==> src/pmra_defs_regs.vh <==
`ifndef PMRA_DEFS_REGS_VH
`define PMRA_DEFS_REGS_VH

// Register offsets (word addresses on the documented register port)
`define PMRA_OFS_SHUNT 8'h04
`define PMRA_OFS_BUS 8'h05
`define PMRA_OFS_TEMP 8'h06
`define PMRA_OFS_CURRENT 8'h07
`define PMRA_OFS_POWER 8'h08
`define PMRA_OFS_DIAG 8'h0b

// Reset values
`define PMRA_RST_RESULT16 16'h0000
`define PMRA_RST_RESULT24 24'h000000
`define PMRA_RST_DIAG 16'h0001
`define PMRA_RST_TEMP 12'h000

// Diagnostic register bit positions
`define PMRA_BIT_LATCH 15
`define PMRA_BIT_RDYPIN 14
`define PMRA_BIT_AVGCMP 13
`define PMRA_BIT_POL 12
`define PMRA_BIT_ARITHMETIC_OVERFLOW_FLAG 9
`define PMRA_BIT_TEMPOL 7
`define PMRA_BIT_SHUNT_OVER_LIMIT_FLAG 6
`define PMRA_BIT_SHUNT_UNDER_LIMIT_FLAG 5
`define PMRA_BIT_BUS_OVER_LIMIT_FLAG 4
`define PMRA_BIT_BUS_UNDER_LIMIT_FLAG 3
`define PMRA_BIT_PWROL 2
`define PMRA_BIT_CONVERSION_READY_FLAG 1
`define PMRA_BIT_MEMOK 0

// Temperature field position within its result word
`define PMRA_TEMP_MSB 15
`define PMRA_TEMP_LSB 4

`endif

==> src/pmra_result_alert.v <==
// Summary of operation
// - Shunt result: signed 16 bits, range-scaled
// - Bus result: 16 bits, never negative
// - Temperature in bits 15-4, low nibble zero
// - Current result read-only, signed 16 bits
// - Power result read-only, unsigned 24 bits
// - Transparent mode: flags follow fault condition
// - Latched mode: flags hold until diag read
// - Ready-on-pin routes ready flag to alert
// - Compare raw samples or averaged result
// - Polarity bit selects active-low or active-high alert
// - Reserved diag bits read zero
// - Overflow flag set by math, cleared by trigger
// - Over-temperature flag on temperature above limit
// - Shunt over-limit flag
// - Shunt under-limit flag
// - Bus over-limit flag
// - Bus under-limit flag
// - Power over-limit flag
// - Latched limit flags clear on diag read
// - Ready flag: set on completion, clear on read/trigger
// - Memory-ok bit low after trim checksum error
// - Results update only after averaging completes
`timescale 1ns/1ps
`default_nettype none
`include "pmra_defs_regs.vh"

module pmra_result_alert (
    input wire core_clk,               // 200 MHz system clock
    input wire rst_b,                  // Asynchronous reset, active low
    // Documented register port
    input wire [7:0] regAddr,          // Register offset
    input wire regRdStrobe,            // One-cycle read request
    input wire regWrStrobe,            // One-cycle write request
    input wire [15:0] regWrData,       // Write data
    output reg [15:0] regRdData,       // Read data, valid cycle after strobe
    output reg [7:0] regRdDataHi,      // Power bits 23-16, else zero
    // Converter side
    input wire [2:0] rawValid,         // Raw sample strobes: 0 shunt, 1 bus, 2 temp
    input wire [15:0] rawShunt,        // Raw shunt sample
    input wire [15:0] rawBus,          // Raw bus sample
    input wire [11:0] rawTemp,         // Raw temperature sample
    input wire resultValid,            // Averaged conversion complete
    input wire [2:0] resultChan,       // Channels active in this result
    input wire [15:0] avgShunt,        // Averaged shunt voltage
    input wire [15:0] avgBus,          // Averaged bus voltage
    input wire [11:0] avgTemp,         // Averaged temperature
    input wire [15:0] calcCurrent,     // Computed current
    input wire [23:0] calcPower,       // Computed power
    input wire mathOverflow,           // Overflow in current or power math
    input wire convTrigger,            // New triggered conversion starts
    input wire trimChecksumError,      // Trim memory checksum failure
    input wire shuntRangeSelect,       // Shunt scale, kept by the converter
    // Threshold values from the limit registers
    input wire [15:0] shuntOverLim,    // Shunt over-limit
    input wire [15:0] shuntUnderLim,   // Shunt under-limit
    input wire [15:0] busOverLim,      // Bus over-limit
    input wire [15:0] busUnderLim,     // Bus under-limit
    input wire [11:0] tempOverLim,     // Temperature over-limit
    input wire [23:0] powerOverLim,    // Power over-limit
    // Open-drain alert pin
    output wire alertPinOut,           // Pin output level, always low
    output reg alertPinOe,             // High while pulling the pin low
    output reg alertActive             // Alert condition, active high
);
    // Reset synchroniser, released through two flops
    // Only the second flop feeds the design, so release never lands mid-settle
    reg rstMeta;
    reg rstSyncB;

    always @(posedge core_clk or negedge rst_b) begin
        if (!rst_b) begin
            rstMeta <= 1'b0;
            rstSyncB <= 1'b0;
        end else begin
            rstMeta <= 1'b1;
            rstSyncB <= rstMeta;
        end
    end

    // Address decode, used by reads and writes alike
    function isReg;
        input [7:0] addr;
        input [7:0] ofs;
        begin
            isReg = (addr == ofs);
        end
    endfunction

    // Result registers
    reg [15:0] shuntResult;
    reg [15:0] busResult;
    reg [11:0] tempResult;
    reg [15:0] currentResult;
    reg [23:0] powerResult;

    // Configuration bits of the diagnostic register
    reg latchEn;
    reg readyOnPin;
    reg cmpOnAvg;
    reg alertPol;

    // Status flags
    reg overflowFlag;
    reg readyFlag;
    reg memOk;
    reg [5:0] limitFlag;

    // Limit flag slots; the diag word shows them from bit 7 down to bit 2
    localparam FLAG_PWR = 0;
    localparam FLAG_BUS_UNDER_LIMIT_FLAG = 1;
    localparam FLAG_BUS_OVER_LIMIT_FLAG = 2;
    localparam FLAG_SHUL = 3;
    localparam FLAG_SHOL = 4;
    localparam FLAG_TEMP = 5;

    // Reset word of the diagnostic register, source of the bit resets below
    localparam [15:0] RST_DIAG = `PMRA_RST_DIAG;

    wire diagRead;
    wire diagWrite;

    assign diagRead = regRdStrobe && isReg(regAddr, `PMRA_OFS_DIAG);
    assign diagWrite = regWrStrobe && isReg(regAddr, `PMRA_OFS_DIAG);

    // Results load only on a completed (averaged) conversion, per channel
    always @(posedge core_clk or negedge rstSyncB) begin
        if (!rstSyncB) begin
            shuntResult <= `PMRA_RST_RESULT16;
            busResult <= `PMRA_RST_RESULT16;
            tempResult <= `PMRA_RST_TEMP;
            currentResult <= `PMRA_RST_RESULT16;
            powerResult <= `PMRA_RST_RESULT24;
        end else if (resultValid) begin
            if (resultChan[0]) begin
                shuntResult <= avgShunt;
                currentResult <= calcCurrent;
                powerResult <= calcPower;
            end
            if (resultChan[1]) begin
                busResult <= {1'b0, avgBus[14:0]};
            end
            if (resultChan[2]) begin
                tempResult <= avgTemp;
            end
        end
    end

    // Comparison source: raw sample strobes or the averaged result
    wire [2:0] cmpStrobe;
    wire [15:0] cmpShunt;
    wire [15:0] cmpBus;
    wire [11:0] cmpTemp;

    assign cmpStrobe = cmpOnAvg ? (resultChan & {3{resultValid}}) : rawValid;
    assign cmpShunt = cmpOnAvg ? avgShunt : rawShunt;
    assign cmpBus = cmpOnAvg ? {1'b0, avgBus[14:0]} : {1'b0, rawBus[14:0]};
    assign cmpTemp = cmpOnAvg ? avgTemp : rawTemp;

    wire shuntOver;
    wire shuntUnder;
    wire busOver;
    wire busUnder;
    wire tempOver;
    wire powerOver;

    pmra_limit_cmp #(.WIDTH(16), .SIGNED(1)) shuntCmp (
        .value(cmpShunt),
        .overLim(shuntOverLim),
        .underLim(shuntUnderLim),
        .over(shuntOver),
        .under(shuntUnder)
    );

    // Bus limits are unsigned; bit 15 is forced low on both sides
    pmra_limit_cmp #(.WIDTH(16), .SIGNED(0)) busCmp (
        .value(cmpBus),
        .overLim({1'b0, busOverLim[14:0]}),
        .underLim({1'b0, busUnderLim[14:0]}),
        .over(busOver),
        .under(busUnder)
    );

    pmra_limit_cmp #(.WIDTH(12), .SIGNED(1)) tempCmp (
        .value(cmpTemp),
        .overLim(tempOverLim),
        .underLim(12'h800),
        .over(tempOver),
        .under()
    );

    // Power only exists after the math, so it compares on a completed result that includes the shunt channel
    pmra_limit_cmp #(.WIDTH(24), .SIGNED(0)) powerCmp (
        .value(calcPower),
        .overLim(powerOverLim),
        .underLim(24'h000000),
        .over(powerOver),
        .under()
    );

    // Per-flag strobe and condition; power only ever compares on a completed result
    wire [5:0] flagStrobe;
    wire [5:0] flagCond;

    assign flagStrobe[FLAG_TEMP] = cmpStrobe[2];
    assign flagStrobe[FLAG_SHOL] = cmpStrobe[0];
    assign flagStrobe[FLAG_SHUL] = cmpStrobe[0];
    assign flagStrobe[FLAG_BUS_OVER_LIMIT_FLAG] = cmpStrobe[1];
    assign flagStrobe[FLAG_BUS_UNDER_LIMIT_FLAG] = cmpStrobe[1];
    assign flagStrobe[FLAG_PWR] = resultValid & resultChan[0];
    assign flagCond[FLAG_TEMP] = tempOver;
    assign flagCond[FLAG_SHOL] = shuntOver;
    assign flagCond[FLAG_SHUL] = shuntUnder;
    assign flagCond[FLAG_BUS_OVER_LIMIT_FLAG] = busOver;
    assign flagCond[FLAG_BUS_UNDER_LIMIT_FLAG] = busUnder;
    assign flagCond[FLAG_PWR] = powerOver;

    // Limit flags; in latched mode a new fault beats the read clear
    genvar gi;
    generate
        for (gi = 0; gi < 6; gi = gi + 1) begin : limitFlags
            always @(posedge core_clk or negedge rstSyncB) begin
                if (!rstSyncB) begin
                    limitFlag[gi] <= 1'b0;
                end else if (latchEn) begin
                    limitFlag[gi] <= (limitFlag[gi] & ~diagRead)
                                     | (flagStrobe[gi] & flagCond[gi]);
                end else if (flagStrobe[gi]) begin
                    limitFlag[gi] <= flagCond[gi];
                end
            end
        end
    endgenerate

    // Configuration bits written by the host
    always @(posedge core_clk or negedge rstSyncB) begin
        if (!rstSyncB) begin
            latchEn <= RST_DIAG[`PMRA_BIT_LATCH];
            readyOnPin <= RST_DIAG[`PMRA_BIT_RDYPIN];
            cmpOnAvg <= RST_DIAG[`PMRA_BIT_AVGCMP];
            alertPol <= RST_DIAG[`PMRA_BIT_POL];
        end else if (diagWrite) begin
            latchEn <= regWrData[`PMRA_BIT_LATCH];
            readyOnPin <= regWrData[`PMRA_BIT_RDYPIN];
            cmpOnAvg <= regWrData[`PMRA_BIT_AVGCMP];
            alertPol <= regWrData[`PMRA_BIT_POL];
        end
    end

    // Overflow holds until another conversion is triggered; set wins
    always @(posedge core_clk or negedge rstSyncB) begin
        if (!rstSyncB) begin
            overflowFlag <= 1'b0;
        end else begin
            overflowFlag <= (overflowFlag & ~convTrigger)
                            | (resultValid & mathOverflow);
        end
    end

    // Ready flag: set on completion, cleared by read or new trigger
    always @(posedge core_clk or negedge rstSyncB) begin
        if (!rstSyncB) begin
            readyFlag <= 1'b0;
        end else begin
            readyFlag <= (readyFlag & ~diagRead & ~convTrigger) | resultValid;
        end
    end

    // Trim memory status; a checksum failure sticks until reset
    always @(posedge core_clk or negedge rstSyncB) begin
        if (!rstSyncB) begin
            memOk <= RST_DIAG[`PMRA_BIT_MEMOK];
        end else if (trimChecksumError) begin
            memOk <= 1'b0;
        end
    end

    // Diagnostic word as the host sees it, one field per line
    wire [15:0] diagWord;

    assign diagWord[`PMRA_BIT_LATCH] = latchEn;
    assign diagWord[`PMRA_BIT_RDYPIN] = readyOnPin;
    assign diagWord[`PMRA_BIT_AVGCMP] = cmpOnAvg;
    assign diagWord[`PMRA_BIT_POL] = alertPol;
    assign diagWord[11:10] = 2'b00;
    assign diagWord[`PMRA_BIT_ARITHMETIC_OVERFLOW_FLAG] = overflowFlag;
    assign diagWord[8] = 1'b0;
    assign diagWord[`PMRA_BIT_TEMPOL] = limitFlag[FLAG_TEMP];
    assign diagWord[`PMRA_BIT_SHUNT_OVER_LIMIT_FLAG] = limitFlag[FLAG_SHOL];
    assign diagWord[`PMRA_BIT_SHUNT_UNDER_LIMIT_FLAG] = limitFlag[FLAG_SHUL];
    assign diagWord[`PMRA_BIT_BUS_OVER_LIMIT_FLAG] = limitFlag[FLAG_BUS_OVER_LIMIT_FLAG];
    assign diagWord[`PMRA_BIT_BUS_UNDER_LIMIT_FLAG] = limitFlag[FLAG_BUS_UNDER_LIMIT_FLAG];
    assign diagWord[`PMRA_BIT_PWROL] = limitFlag[FLAG_PWR];
    assign diagWord[`PMRA_BIT_CONVERSION_READY_FLAG] = readyFlag;
    assign diagWord[`PMRA_BIT_MEMOK] = memOk;

    // Registered read mux; unmapped offsets read zero
    // Power high byte rides on its own port, zero for every other offset
    always @(posedge core_clk or negedge rstSyncB) begin
        if (!rstSyncB) begin
            regRdData <= 16'h0000;
            regRdDataHi <= 8'h00;
        end else if (regRdStrobe) begin
            regRdDataHi <= 8'h00;
            if (isReg(regAddr, `PMRA_OFS_SHUNT)) begin
                regRdData <= shuntResult;
            end else if (isReg(regAddr, `PMRA_OFS_BUS)) begin
                regRdData <= busResult;
            end else if (isReg(regAddr, `PMRA_OFS_TEMP)) begin
                regRdData <= {tempResult, 4'h0};
            end else if (isReg(regAddr, `PMRA_OFS_CURRENT)) begin
                regRdData <= currentResult;
            end else if (isReg(regAddr, `PMRA_OFS_POWER)) begin
                regRdData <= powerResult[15:0];
                regRdDataHi <= powerResult[23:16];
            end else if (isReg(regAddr, `PMRA_OFS_DIAG)) begin
                regRdData <= diagWord;
            end else begin
                regRdData <= 16'h0000;
            end
        end
    end

    // Alert drive; open-drain pin only ever pulls low
    // Registered so the pin cannot glitch while flags resolve
    wire alertCond;

    assign alertCond = (|limitFlag) | (readyOnPin & readyFlag);
    assign alertPinOut = 1'b0;

    always @(posedge core_clk or negedge rstSyncB) begin
        if (!rstSyncB) begin
            alertActive <= 1'b0;
            alertPinOe <= 1'b0;
        end else begin
            alertActive <= alertCond;
            alertPinOe <= alertPol ? ~alertCond : alertCond;
        end
    end
endmodule

`default_nettype wire

==> src/pmra_limit_cmp.v <==
`timescale 1ns/1ps
`default_nettype none

module pmra_limit_cmp #(
    parameter WIDTH = 16,
    parameter SIGNED = 1
) (
    input wire [WIDTH-1:0] value,    // Measurement under test
    input wire [WIDTH-1:0] overLim,  // Over-limit threshold
    input wire [WIDTH-1:0] underLim, // Under-limit threshold
    output wire over,                // Value above overLim
    output wire under                // Value below underLim
);
    // Flip the sign bit so an unsigned compare orders two's complement values
    wire [WIDTH-1:0] flip;
    wire [WIDTH-1:0] v;
    wire [WIDTH-1:0] o;
    wire [WIDTH-1:0] u;

    assign flip = (SIGNED != 0) ? {1'b1, {(WIDTH-1){1'b0}}} : {WIDTH{1'b0}};
    assign v = value ^ flip;
    assign o = overLim ^ flip;
    assign u = underLim ^ flip;
    assign over = (v > o);
    assign under = (v < u);
endmodule

`default_nettype wire

==> config.mk <==
export PLATFORM = sky130hd
export DESIGN_NAME = pmra_result_alert
export DESIGN_NICKNAME = d
export VERILOG_FILES = /design/src/pmra_result_alert.v /design/src/pmra_limit_cmp.v
export VERILOG_INCLUDE_DIRS = /design/src
export SDC_FILE = /design/constraint.sdc
export NUM_CORES = 1
export LEC_CHECK = 0
export ABC_AREA = 0
export BUFFER_PORTS_ARGS = -buffer_cell sky130_fd_sc_hd__buf_4
export CAP_MARGIN = 30
export CORE_MARGIN = 2
export CORE_UTILIZATION = 35
export DETAILED_ROUTE_END_ITERATION = 8
export SYNTH_ARGS = -nofsm -noshare
export SYNTH_HDL_FRONTEND = slang
export SYNTH_SLANG_ARGS = --single-unit
export TNS_END_PERCENT = 100
==> constraint.sdc <==
create_clock -name core_clk -period 3.6 [get_ports core_clk]
set_input_delay 0.54 -clock core_clk [delete_from_list [all_inputs] [get_ports core_clk]]
set_output_delay 0.54 -clock core_clk [all_outputs]
set_load 0.05 [all_outputs]
* After elaboration in Yosys (flattened, before gate mapping)
Cells that the tools add are included.
Operators by class: add/subtract/negate cells 0, multipliers 0, divide/modulo/power cells 0, $lt $le $gt $ge 6, equality and inequality tests 6, shift-type cells 0, muxes and demuxes 28, bitwise gates (word level) 36, reduce and logical (&&, ||, !) cells 10
Operator list (number):
- $mux W16 | 7
- $mux W8 | 5
- $eq A8 B3 Y1 const B | 4
- $gt A24 B24 Y1 | 1
- $and A1 B1 Y1 | 18
- $eq A8 B4 Y1 const B | 2
- $gt A16 B16 Y1 | 1
- $lt A16 B16 Y1 | 1
- $gt A15 B15 Y1 | 1
- $lt A15 B15 Y1 | 1
- $mux W15 | 1
- $mux W1 | 13
- $gt A12 B12 Y1 | 1
- $mux W12 | 1
- $or A1 B1 Y1 | 9
- $not A1 Y1 | 8
- $reduce_bool A2 Y1 | 4
- $reduce_and A2 Y1 | 3
- $reduce_or A6 Y1 | 1
- $and A3 B3 Y3 | 1
- $mux W3 | 1
- $logic_and A1 B1 Y1 | 2
Storage, ports and cells: bits in registers 124, bits in latches 0, RAM bits 0, memory bits (read-only) 0, word-level logic and storage cells 110, memories kept 0

* Depth between registers and ports, before layout
Gate-level depths: netlist (run 1).
word-level depth 7, depth in mapped cells 10

* Modules after synthesis
Synthesis (run 1) repeated with hierarchy kept, for this count alone.
Unflattened totals: cells, all modules 942, area total of the unflattened synthesis 9401.5 um^2
Modules (own cells, without submodules):
- pmra_result_alert | times used 1, cells each 481, area an instance 6027.0 um^2
- pmra_limit_cmp at powerCmp | times used 1, cells each 168, area an instance 1211.2 um^2
- pmra_limit_cmp at busCmp | times used 1, cells each 109, area an instance 795.8 um^2
- pmra_limit_cmp at shuntCmp | times used 1, cells each 108, area an instance 792.0 um^2
- pmra_limit_cmp at tempCmp | times used 1, cells each 76, area an instance 575.6 um^2

* Worst setup path after synthesis (run 1)
OpenSTA, ideal clock, no wires.
path kind reg2reg, start register cmpOnAvg, end register limitFlag[4] (netlist: diagWord[6]), library setup time 0.130 ns, arrival 2.900 ns, required time 3.470 ns, setup slack 0.570 ns, cell stages (with the launch flop) 11, period minus slack after synthesis 3.030 ns, path through dfrtp_1 > clkbuf_1 > buf_2 > buf_1 > mux2i_1 > ha_1 > a211o_1 > or3_1 > o221a_2 > a2111oi_2 > o21ai_1
On the way: cells in the longest elaborated chain, start to end 6, elaborated cells on any way between the ends 9, those cells by class 1 x order compare; 4 x mux; 3 x bitwise; 1 x reduce/logical
Ends and longest elaborated chain:
- from (decl) | RTL line pmra_result_alert.v:100 | reg cmpOnAvg;
- from (signal assigned) | RTL line pmra_result_alert.v:240 | cmpOnAvg <= RST_DIAG[`PMRA_BIT_AVGCMP];
- from (signal assigned) | RTL line pmra_result_alert.v:245 | cmpOnAvg <= regWrData[`PMRA_BIT_AVGCMP];
- $mux W16 | RTL line pmra_result_alert.v:156 | assign cmpShunt = cmpOnAvg ? avgShunt : rawShunt;
- $not A1 Y1 (no line)
- $gt A16 B16 Y1 | RTL line pmra_limit_cmp.v:24 | assign over = (v > o);
- $and A1 B1 Y1 | RTL line pmra_result_alert.v:227 | | (flagStrobe[gi] & flagCond[gi]);
- $or A1 B1 Y1 | RTL line pmra_result_alert.v:227
- $mux W1 | RTL line pmra_result_alert.v:225 | end else if (latchEn) begin
- to (signal, indexed assignment) | RTL line pmra_result_alert.v:226 | limitFlag[gi] <= (limitFlag[gi] & ~diagRead)
- to (signal, indexed assignment) | RTL line pmra_result_alert.v:229 | limitFlag[gi] <= flagCond[gi];
- to (decl) | RTL line pmra_result_alert.v:107 | reg [5:0] limitFlag;
Several ways; a longest one is shown, not always the timed one. The select of a mux whose other input is x is not followed. A chain may end at the register's enable or synchronous reset.

* Worst setup path after layout (run 1)
start register cmpOnAvg, end register limitFlag[1] (netlist: diagWord[3])
On the way: cells in the longest elaborated chain, start to end 5, elaborated cells on any way between the ends 8, those cells by class 1 x order compare; 4 x mux; 2 x bitwise; 1 x reduce/logical
Ends and longest elaborated chain:
- $mux W15 | RTL line pmra_result_alert.v:157 | assign cmpBus = cmpOnAvg ? {1'b0, avgBus[14:0]} : {1'b0, rawBus[14:0]};
- $lt A15 B15 Y1 | RTL line pmra_limit_cmp.v:25 | assign under = (v < u);
- $and A1 B1 Y1 | RTL line pmra_result_alert.v:227
- $or A1 B1 Y1 | RTL line pmra_result_alert.v:227
- $mux W1 | RTL line pmra_result_alert.v:225
Several ways; a longest one is shown, not always the timed one. The select of a mux whose other input is x is not followed.

==> results of run 1 <==
[cell type report]
cell class,instances,area (µm²),share of cell area [%]
clock buffers,19,452.9,3.931
clock inverters,11,216.5,1.879
inverters,102,382.9,3.323
multi-input cells,561,4787,41.55
flip-flops and latches,124,3109,26.98
well taps,319,399.1,3.464
repair buffers,286,2175,18.87
[cells by family (layout without fill, tap and decap cells)]
logic type | after synthesis | after routing | synth area share, %
DFF | 124 | 124 | 36.83
other | 2 | 2 | 0.08909
buffers and inverters | 137 | 418 | 6.412
AOI/OAI and AO/OA | 173 | 173 | 13.76
xor gates and xnor gates | 1 | 1 | 0.1039
and+or+nand+nor | 151 | 151 | 9.500
adders and majority gates | 96 | 96 | 14.25
muxes | 138 | 138 | 19.06
[worst min-delay path by stage]
| stage | cells after the start | start | slack, ns | endpoint |
|---|---|---|---|---|
| final | 2 | trimChecksumError | 0.24 | memOk$_DFFE_PN1P_ |
| after global routing | 2 | trimChecksumError | 0.22 | memOk$_DFFE_PN1P_ |
| after CTS | 2 | trimChecksumError | 0.22 | memOk$_DFFE_PN1P_ |
| after detailed placement | 1 | rst_b | 0.32 | rstMeta$_DFF_PN0_ |
| after global placement | 1 | rst_b | 0.32 | rstMeta$_DFF_PN0_ |
| after floorplan | 0 | rst_b | 0.24 | rstMeta$_DFF_PN0_ |
[power by group]
group | switching (W) | leakage [nW] | total, W | internal (W)
registers | 0.000140 | 1.49 | 0.00170 | 0.00156
logic | 0.000435 | 3.85 | 0.000952 | 0.000517
clock network | 0.000636 | 0.317 | 0.00196 | 0.00133
total | 0.00121 | 5.66 | 0.00462 | 0.00341
[worst max-delay path, cell delays in order (launching register included)]
cell	delay [ns]
dfrtp_2	0.63
buf_12	0.29
mux2_2	0.39
ha_1	0.31
a21oi_1	0.17
nor2_1	0.06
a2111oi_0	0.50
o21ai_0	0.23
o22ai_1	0.22
[per-layer routing]
metal,share of wire [%],GRT usage [%],up-vias
li1,-,-,3508
met1,43,26.51,3411
met2,48,34.96,257
met3,7.0,5.835,31
met4,2.1,6.033,0
met5,0,0,-
[timing repair]
item / 4_1_cts / 5_1_grt
hold endpoints to repair: 2 / 0
endpoints found under the setup margin: 0 / 0
hold buffers: 1 / 0
buffers inserted: 0 / 0
[sequential cells by signal (all words and copies together) (netlist names)]
signal	count
alertPol	1
regRdData	16
rstSyncB	1
powerResult	24
memOk	1
busResult	15
readyOnPin	1
alertPinOe	1
rstMeta	1
readyFlag	1
currentResult	16
diagWord	6
shuntResult	16
overflowFlag	1
regRdDataHi	8
cmpOnAvg	1
tempResult	12
latchEn	1
alertActive	1
[Yosys cell counts (2+ instances only)]
library cell and n:
buf_2 9, mux2_4 4, o22ai_1 11, buf_4 2, a211o_1 2, o21a_1 2
mux4_2 4, nand2b_1 7, o31ai_1 7, and3_1 3, buf_1 7, mux2i_1 6
o221a_2 2, a32o_1 5, a31oi_1 3, clkbuf_1 16, dfrtp_1 123, o21ai_0 32
nor4_1 5, a2111oi_0 2, mux2_2 124, o211ai_1 4, inv_1 102, a41o_1 2
conb_1 2, or3_1 3, nand2_1 40, a21o_1 5, o2bb2ai_1 4, a21oi_1 47
a221oi_1 11, a211oi_1 6, nor3_1 5, o221ai_1 3, nor2_1 36, nor4_4 2
a22o_1 8, nand3_1 10, ha_1 96, nand4_1 18, nor2b_1 14, a22oi_1 9
[through the flow]
step	area (µm²)	total power [W]	worst slack (ns)	util, %	hold WS [ns]
5_1_grt	11520	0.004824	0.6411	48.94	0.2228
3_3_place_gp	10840	0.002662	0.7899	46.06	0.3232
6_report	11520	0.004616	0.6963	48.94	0.2366
3_5_place_dp	10840	0.002681	0.7587	46.06	0.3235
4_1_cts	11520	0.004647	0.7270	48.94	0.2241
2_1_floorplan	8431	0.002227	0.5703	-	0.2444
==> impl_results.md, run 1 <==
- Ranking of synthesized cells by area: dfrtp_1 (37%), mux2_2 (17%), ha_1 (14%)
- Root Buffer: clkbuf_16
- Final ANT Viol Nets: 0
- IO Port Bufs: between 200 and 300
- Core area: ~24000 µm²
- CP required: just under 4 ns
- Post_cts resized: 0
- Pin count of the biggest net entering global routing: 53
- Initial antenna violation count: 0
- Post-Syn Area per Cell: between 10 and 15 µm²
- Crit path capture: diagWord[3]$_DFFE_PN0P_
- FF-to-FF path depth: 8
- R2R Setup Slk: ~0.70 ns
- CP max FO: 36
- Fillers: 2271
- FF+latch count, synth: approximately 120
- TNS Setup: 0 ns
- Drt total wl: ~27000 µm
- Vias in the first global route: 7545
- Routed vias: 7207
- DP Cell Count: ~1400
- Asr flop ratio synth: between 90% and 100%
- Die Ht: between 150 and 200 µm
- Final setup vio count: 0
- Dominant cell type by area after synthesis: dfrtp_1
- Number of synthesized flops with an enable pin: 0
- Final Hold Fails: 0
- Hpwl dp: 21690 µm
- Die X: between 150 and 200 µm
- Skew final: approximately 0.0096 ns
- Clk buf depth: 2
- First-pass GRT wire length: ~40000 µm
- Commonest non-fill, non-tap cell in the layout: buf_4
- GRT Total Usage: a little over a fifth
- Dominant synthesized flop cell: dfrtp_1
- Worst-Skew Late Latency: ~0.42 ns
- RSZ-0062 raised after global routing: false
- Initial Util: 35.80%
- Worst R2R Start: cmpOnAvg$_DFFE_PN0P_
- First-pass iteration count of the detailed router: 5
- Max_cap viols: 0
- IR drop worst, VDD: between 0.0003 and 0.0004 V
- Area growth syn-to-layout: 36.69%
- Nature of the critical path endpoint: flop
- Max transition margin: about half
- Clock H-tree levels: 4
- DR WL/cell: approximately 19 µm
- Final period util: 80.66%
- Reg2reg end: diagWord[3]$_DFFE_PN0P_
- Layout Nets: between 1000 and 1500
- TritonCTS Buffers: 17
- Leak: about 5.7 nW
- GP Congestion: ~0.85
- I/O Pins: about 290
- Synth unique cells: between 60 and 70
- Post-route minimum period: just under 3 ns
- Hold crit path type: in -> reg
- Worst setup SP type: flop
- Final Non-Filler Cells: 1422
- Initial DRC count: 391
- Clock sink count: around 120
- Die area: around 25000 µm²
- Net Count, Synth: ~1200
- GR Overflow Total: 0
- Diodes inserted: 0
- Worst Tran Pin Value: ~0.76 ns
- Clock transition at the registers of the reported paths: roughly 0.060 ns
- Commonest non-fill, non-tap cells in the layout: buf_4 (283), mux2_2 (124), dfrtp_1 (121)
- Row cnt: between 50 and 60
- Register area share after synthesis: a little under two fifths
- Fin. max-slew vios: 0
- Share of layout cells above drive strength 1: between 40% and 50%
- Worst setup startpoint: cmpOnAvg$_DFFE_PN0P_
- Peak Freq: roughly 340 MHz
- Pwr dens: roughly 400 nW/µm²
- DRC violations left: 0
- WP data arrival: between 3 and 4 ns
- Post-synth top area share: between 30% and 40%
- Mapped Cells: 822
- Synth warnings: 0
- Mapped Area: ~8400 µm²
- CTS tree: yes
- Critical Setup Path Class: reg -> reg
- Status: finished, final reports clean
- Vias per cell: roughly 5.1
Note: power is estimated with default switching activity, not from simulation.
==> inputs of run 2 (changes only) <==
==> constraint.sdc (replaced) <==
create_clock -name core_clk -period 2.7 [get_ports core_clk]
set_input_delay 0.405 -clock core_clk [delete_from_list [all_inputs] [get_ports core_clk]]
set_output_delay 0.405 -clock core_clk [all_outputs]
set_load 0.05 [all_outputs]
==> run 2 against run 1 <==
  * Combinational power rose by 37%
  * Flip-flop and latch count did not move
  * Clock power rose by 6%
  * Clock skew fell by 0.0020 ns
  * Sequential share of layout area barely moved
  * Wire length rose by 0.25%
  * Fmax rose by 13%
  * Highest routed layer unchanged
  * Critical path type unchanged
==> impl_results.md, run 2 (synthesized netlist as in run 1, its figures left out) <==
- Final hold slack: 0.09465 ns (was 0.2366 ns)
- CP required: 3.05 ns (was 3.94 ns)
- Row cnt: 56 (unchanged)
- GR Overflow Total: 0 (unchanged)
- CP max FO: 9 (was 36)
- Max reg flops: 24 (unchanged)
- Drt total wl: 26620 µm (was 26550 µm)
- Commonest non-fill, non-tap cell in the layout: buf_4 (unchanged)
- DP Cell Count: 1406 (was 1391)
- CP Depth: 8 (unchanged)
- I/O Pins: 294 (unchanged)
- Largest Register: powerResult (unchanged)
- FF-to-FF path depth: 8 (unchanged)
- TritonCTS Buffers: 17 (unchanged)
- Reg2reg end: diagWord[3]$_DFFE_PN0P_ (unchanged)
- Worst R2R Start: cmpOnAvg$_DFFE_PN0P_ (unchanged)
- Worst Slack Setup Final: 0.1285 ns (was 0.6963 ns)
- Final Non-Filler Cells: 1435 (was 1422)
- Hold crit path type: in -> reg (unchanged)
- CP peak stage delay: 0.51 ns (was 0.63 ns)
- Core area: 23540 µm² (unchanged)
- Worst setup startpoint: cmpOnAvg$_DFFE_PN0P_ (unchanged)
- WP data arrival: 2.92 ns (was 3.24 ns)
- Commonest non-fill, non-tap cells in the layout: buf_4 (296), mux2_2 (124), dfrtp_1 (121) (was buf_4 (283), mux2_2 (124), dfrtp_1 (121))
- Vias per cell: 5.066 (was 5.068)
- Die X: 159.2 µm (unchanged)
- Worst-Skew Late Latency: 0.43 ns (was 0.42 ns)
- Vias in the first global route: 7517 (was 7545)
- Diodes inserted: 0 (unchanged)
- Leak: 5.688 nW (was 5.658 nW)
- RSZ-0062 raised after global routing: false (unchanged)
- DRC violations left: 0 (unchanged)
- CP delay by family, top: compound AO/OA/AOI/OAI gates (unchanged)
- Clock transition at the registers of the reported paths: 0.06 ns (about the same)
- Storage element area: 3109 µm² (unchanged)
- Fillers: 2264 (was 2271)
- Root Buffer: clkbuf_16 (unchanged)
- Final Hold Fails: 0 (unchanged)
- Final period util: 95.24% (was 80.66%)
- Routed vias: 7269 (was 7207)
- Slowest library cell on the worst path: dfrtp_2 (unchanged)
- WP buf/inv: 1 (unchanged)
- Worst slack, placed: -0.002462 ns (was 0.7587 ns)
- Final setup vio count: 0 (unchanged)
- IR drop worst, VDD: 0.0004400 V (was 0.0003396 V)
- Status: finished, final reports clean (unchanged)
- Worst setup SP type: flop (unchanged)
- Pin count of the biggest net entering global routing: 35 (was 53)
- Hpwl dp: 22020 µm (was 21690 µm)
- Peak Freq: 388.9 MHz (was 344.4 MHz)
- First-pass GRT wire length: 41550 µm (was 41210 µm)
- Die area: 25340 µm² (unchanged)
- Clk buf depth: 2 (unchanged)
- Clock sink count: 124 (unchanged)
- GP Congestion: 0.8420 (was 0.8463)
- Initial antenna violation count: 0 (unchanged)
- Nature of the critical path endpoint: flop (unchanged)
- Initial Util: 35.80% (unchanged)
- Max transition margin: 56.17% (was 49.39%)
- TNS Setup: 0 ns (unchanged)
- Fin. max-slew vios: 0 (unchanged)
- Area growth syn-to-layout: 36.62% (was 36.69%)
- Layout Nets: 1470 (was 1455)
- DR WL/cell: 18.55 µm (was 18.67 µm)
- Final ANT Viol Nets: 0 (unchanged)
- Final core utilization: 48.92% (was 48.94%)
- First-pass iteration count of the detailed router: 5 (unchanged)
- Crit path capture: diagWord[3]$_DFFE_PN0P_ (unchanged)
- Initial DRC count: 307 (was 391)
- Post-route minimum period: 2.571 ns (was 2.904 ns)
- Critical Setup Path Class: reg -> reg (unchanged)
- IO Port Bufs: 275 (unchanged)
- CP cell instances: buf_4, mux2_2, ha_1, a21oi_1, nor2_1, a2111oi_0, o21ai_0, o22ai_1 (was buf_12, mux2_2, ha_1, a21oi_1, nor2_1, a2111oi_0, o21ai_0, o22ai_1)
- Die Ht: 159.2 µm (unchanged)
- Worst Tran Pin Value: 0.6559 ns (was 0.7564 ns)
- Max_cap viols: 0 (unchanged)
- R2R Setup Slk: 0.13 ns (was 0.70 ns)
- Pwr dens: 488.8 nW/µm² (was 400.6 nW/µm²)
- Share of layout cells above drive strength 1: 42.65% (was 41.89%)
- Area occupied by multi-input gates: 4793 µm² (was 4787 µm²)
- Skew final: 0.007630 ns (was 0.009582 ns)
- GRT Total Usage: 21.18% (was 20.93%)
- CTS tree: yes (unchanged)
- Clock H-tree levels: 4 (unchanged)
-- run 2: layout make-up --
class	instances	area share [%]
Clock buffer	19	3.933
Clock inverter	9	0.6519
Inverter	102	3.325
Multi-Input combinational cell	561	41.62
Sequential cell	124	27.00
Tap cell	319	3.466
Timing Repair Buffer	301	20.00
-- run 2: per-stage QoR --
step                power [W]  cell area, µm²
floorplan            0.002972            8441
global placement     0.003562           10970
detailed placement   0.003585           10970
CTS                  0.005674           11510
global route         0.005908           11520
finish               0.005629           11520
-- run 2: what timing repair did --
action,4_1_cts,5_1_grt
pin swaps,0,0
hold endpoints to repair,2,0
resized for setup,1,2
setup endpoints to repair,1,1
setup buffers,0,0
hold buffers,1,0
-- run 2: where the power goes --
part           internal (W)  leakage (nW)  switching (W)
logic              0.000708          3.93       0.000589
registers           0.00208          1.49       0.000176
clock network       0.00128         0.262       0.000795
total               0.00407          5.69        0.00156
-- run 2: how the worst min path moves through the flow --
| stage | from | endpoint | slack [ns] | cells after the start |
|---|---|---|---|---|
| floorplan | rst_b | rstMeta$_DFF_PN0_ | 0.11 | 0 |
| finish | trimChecksumError | memOk$_DFFE_PN1P_ | 0.09 | 2 |
| global placement | rst_b | rstMeta$_DFF_PN0_ | 0.19 | 1 |
| global route | trimChecksumError | memOk$_DFFE_PN1P_ | 0.09 | 2 |
| detailed placement | rst_b | rstMeta$_DFF_PN0_ | 0.19 | 1 |
| CTS | trimChecksumError | memOk$_DFFE_PN1P_ | 0.08 | 2 |
-- run 2: worst reg2reg max path: stages (launching register included) --
cell and delay (ns):
dfrtp_2 0.51, buf_4 0.23, mux2_2 0.36, ha_1 0.29
a21oi_1 0.15, nor2_1 0.06, a2111oi_0 0.48, o21ai_0 0.23
o22ai_1 0.20
-- run 2: routing by layer --
metal	vias up	global-route usage [%]	part of all wire, %
li1	3532	-	-
met1	3446	26.81	43
met2	254	35.71	48
met3	37	5.053	6.5
met4	0	6.818	2.2
met5	-	0	0
==> inputs of run 3 (changes only) <==
--- a/config.mk
+++ b/config.mk
@@ -7,11 +7,11 @@
 export NUM_CORES = 1
 export LEC_CHECK = 0
 export ABC_AREA = 0
-export BUFFER_PORTS_ARGS = -buffer_cell sky130_fd_sc_hd__buf_4
-export CAP_MARGIN = 30
 export CORE_MARGIN = 2
 export CORE_UTILIZATION = 35
 export DETAILED_ROUTE_END_ITERATION = 8
+export DONT_BUFFER_PORTS = 1
+export RECOVER_POWER = 50
 export SYNTH_ARGS = -nofsm -noshare
 export SYNTH_HDL_FRONTEND = slang
 export SYNTH_SLANG_ARGS = --single-unit
==> run 3 against run 2 <==
  * Non-clock buffer count is 279 lower
  * Combinational power is 34% lower
  * Critical path depth is 1 lower
  * Final cell count is 19% lower
  * First-iteration DRC count is 30% higher
  * Clock skew is 0.0024 ns higher
  * Count of clock-buffer cells in the layout is 4 higher
  * Power is 5.4% lower
  * Hold slack worse by 0.061 ns
  * Flip-flop and latch count stayed put
  * Clock power is 2% higher
  * Largest power group unchanged
==> impl_results.md, run 3 (synthesized netlist as in run 1, its figures left out) <==
- Status: finished, final reports clean (unchanged)
- Hpwl dp: 20710 µm (was 22020 µm)
- Final hold slack: 0.03389 ns (was 0.09465 ns)
- Fin. max-slew vios: 0 (unchanged)
- WP buf/inv: 0 (was 1)
- Initial antenna violation count: 5 (was 0)
- I/O Pins: 294 (unchanged)
- Hold crit path type: in -> reg (unchanged)
- GRT Total Usage: 20.12% (was 21.18%)
- Max_cap viols: 0 (unchanged)
- R2R Setup Slk: 0.18 ns (was 0.13 ns)
- Nature of the critical path endpoint: flop (unchanged)
- Hold path startpoint: trimChecksumError (unchanged)
- Initial Util: 35.80% (unchanged)
- Die X: 159.2 µm (unchanged)
- Crit path capture: diagWord[6]$_DFFE_PN0P_ (was diagWord[3]$_DFFE_PN0P_)
- Critical Setup Path Class: reg -> reg (unchanged)
- CP peak stage delay: 0.53 ns (was 0.51 ns)
- Skew final: 0.009994 ns (was 0.007630 ns)
- Die area: 25340 µm² (unchanged)
- Vias per cell: 5.413 (was 5.066)
- Final period util: 93.24% (was 95.24%)
- Vias in the first global route: 6735 (was 7517)
- Reg2reg end: diagWord[6]$_DFFE_PN0P_ (was diagWord[3]$_DFFE_PN0P_)
- Comb power frac: 16.1% (was 23.0%)
- Worst R2R Start: cmpOnAvg$_DFFE_PN0P_ (unchanged)
- FF-to-FF path depth: 7 (was 8)
- WP data arrival: 2.81 ns (was 2.92 ns)
- Largest Register: powerResult (unchanged)
- Share of layout cells above drive strength 1: 23.00% (was 42.65%)
- Die Ht: 159.2 µm (unchanged)
- Fillers: 2322 (was 2264)
- Final core utilization: 40.00% (was 48.92%)
- Peak Freq: 397.2 MHz (was 388.9 MHz)
- Cell internal pwr: 0.003859 W (was 0.004069 W)
- Clock power share: 39.9% (was 36.8%)
- Core area: 23540 µm² (unchanged)
- Layout Nets: 1191 (was 1470)
- Final Hold Fails: 0 (unchanged)
- First-pass iteration count of the detailed router: 4 (was 5)
- CP cell instances: mux2i_2, ha_1, a211o_1, or3_1, o221a_2, a2111oi_2, o21ai_1 (was buf_4, mux2_2, ha_1, a21oi_1, nor2_1, a2111oi_0, o21ai_0, o22ai_1)
- First-pass GRT wire length: 38850 µm (was 41550 µm)
- Worst setup startpoint: cmpOnAvg$_DFFE_PN0P_ (unchanged)
- Final setup vio count: 0 (unchanged)
- Hold path cells: 1 (was 2)
- Initial DRC count: 400 (was 307)
- Clk buf depth: 2 (unchanged)
- Commonest non-fill, non-tap cells in the layout: mux2_2 (124), dfrtp_1 (121), inv_1 (102) (was buf_4 (296), mux2_2 (124), dfrtp_1 (121))
- CTS tree: yes (unchanged)
- Slowest library cell on the worst path: dfrtp_4 (was dfrtp_2)
- GR Overflow Total: 0 (unchanged)
- Root Buffer: clkbuf_16 (unchanged)
- RSZ-0062 raised after global routing: false (unchanged)
- Worst Tran Pin Value: 1.383 ns (was 0.6559 ns)
- Clock transition at the registers of the reported paths: 0.05 ns (was 0.06 ns)
- Clock H-tree levels: 4 (unchanged)
- Post-route minimum period: 2.518 ns (was 2.571 ns)
- Worst setup SP type: flop (unchanged)
- CP max FO: 5 (was 9)
- Area growth syn-to-layout: 11.73% (was 36.62%)
- Commonest non-fill, non-tap cell in the layout: mux2_2 (was buf_4)
- Net load switching power: 0.001464 W (was 0.001559 W)
- IR drop worst, VDD: 0.0004132 V (was 0.0004400 V)
- CP required: 2.99 ns (was 3.05 ns)
- Row cnt: 56 (unchanged)
- Worst-Skew Late Latency: 0.42 ns (was 0.43 ns)
- CP Depth: 7 (was 8)
- Placed inst area: 8853 µm² (was 10970 µm²)
- Max reg flops: 24 (unchanged)
- Leak: 4.329 nW (was 5.688 nW)
- Max transition margin: 7.593% (was 56.17%)
- Pwr dens: 565.3 nW/µm² (was 488.8 nW/µm²)
- DR WL/cell: 21.56 µm (was 18.55 µm)
- Pin count of the biggest net entering global routing: 53 (was 35)
- Clock sink count: 124 (unchanged)
- CP delay by family, top: compound AO/OA/AOI/OAI gates (unchanged)
- Drt total wl: 25010 µm (was 26620 µm)
- Final Cell Area: 9418 µm² (was 11520 µm²)
- Final ANT Viol Nets: 0 (unchanged)
- IO Port Bufs: 0 (was 275)
- GP Congestion: 0.8850 (was 0.8420)
- Reg power frac: 44.1% (was 40.2%)
- TNS Setup: 0 ns (unchanged)
- Routed vias: 6279 (was 7269)
- TritonCTS Buffers: 17 (unchanged)
- Sw Share: 27.51% (was 27.71%)
- DRC violations left: 0 (unchanged)
[run 3: cell count changes in the layout (fill, tap and decap cells not counted), sizes merged]
cell      delta
buf        -282
clkinvlp     -1
clkbuf       +7
clkinv       -1
diode        +2
[run 3: what timing repair did]
item                                    in CTS  in global routing
endpoints found under the setup margin       0                  3
setup buffers                                0                  1
gates resized for setup                      0                  4
hold endpoints to repair                     2                  0
hold buffers                                 1                  0
[run 3: final cells by class]
cell class	count	area [µm²]	area share, %
multi-input combinational	561	4795	50.91
sequential	124	3109	33.01
clock buffer	23	478.0	5.075
tap	319	399.1	4.238
inverter	102	382.9	4.065
timing repair buffer	22	182.7	1.940
clock inverter	7	66.31	0.7041
antenna	2	5.005	0.05314
[run 3: worst min-delay path by stage]
stage / to / slack (ns)
final: memOk$_DFFE_PN1P_ / 0.03
after floorplan: rstMeta$_DFF_PN0_ / 0.11
after global placement: rstMeta$_DFF_PN0_ / 0.11
after CTS: memOk$_DFFE_PN1P_ / 0.003
after global routing: memOk$_DFFE_PN1P_ / 0.01
after detailed placement: rstMeta$_DFF_PN0_ / 0.11
[run 3: stage by stage]
step	setup WS [ns]	std cells	total power, W
after global placement	0.05507	1126	0.003201
final	0.1825	1160	0.005323
after global routing	0.03772	1159	0.005597
after floorplan	0.02285	822	0.002972
after CTS	0.01956	1157	0.005375
after detailed placement	0.04436	1126	0.003226
[run 3: per-layer routing]
layer  share of wire (%)  GRT usage (%)
met2                  48          33.70
met4                 1.9          5.950
met1                  41          24.03
met5                0.14              0
met3                 8.9          7.736
[run 3: power groups by stage]
stage	Sequential, W	Clock (W)	Combinational (W)
after floorplan	0.00228	0	0.000691
after global placement	0.00237	0	0.000830
after detailed placement	0.00238	0	0.000850
after CTS	0.00235	0.00217	0.000860
after global routing	0.00237	0.00225	0.000975
final	0.00235	0.00212	0.000855
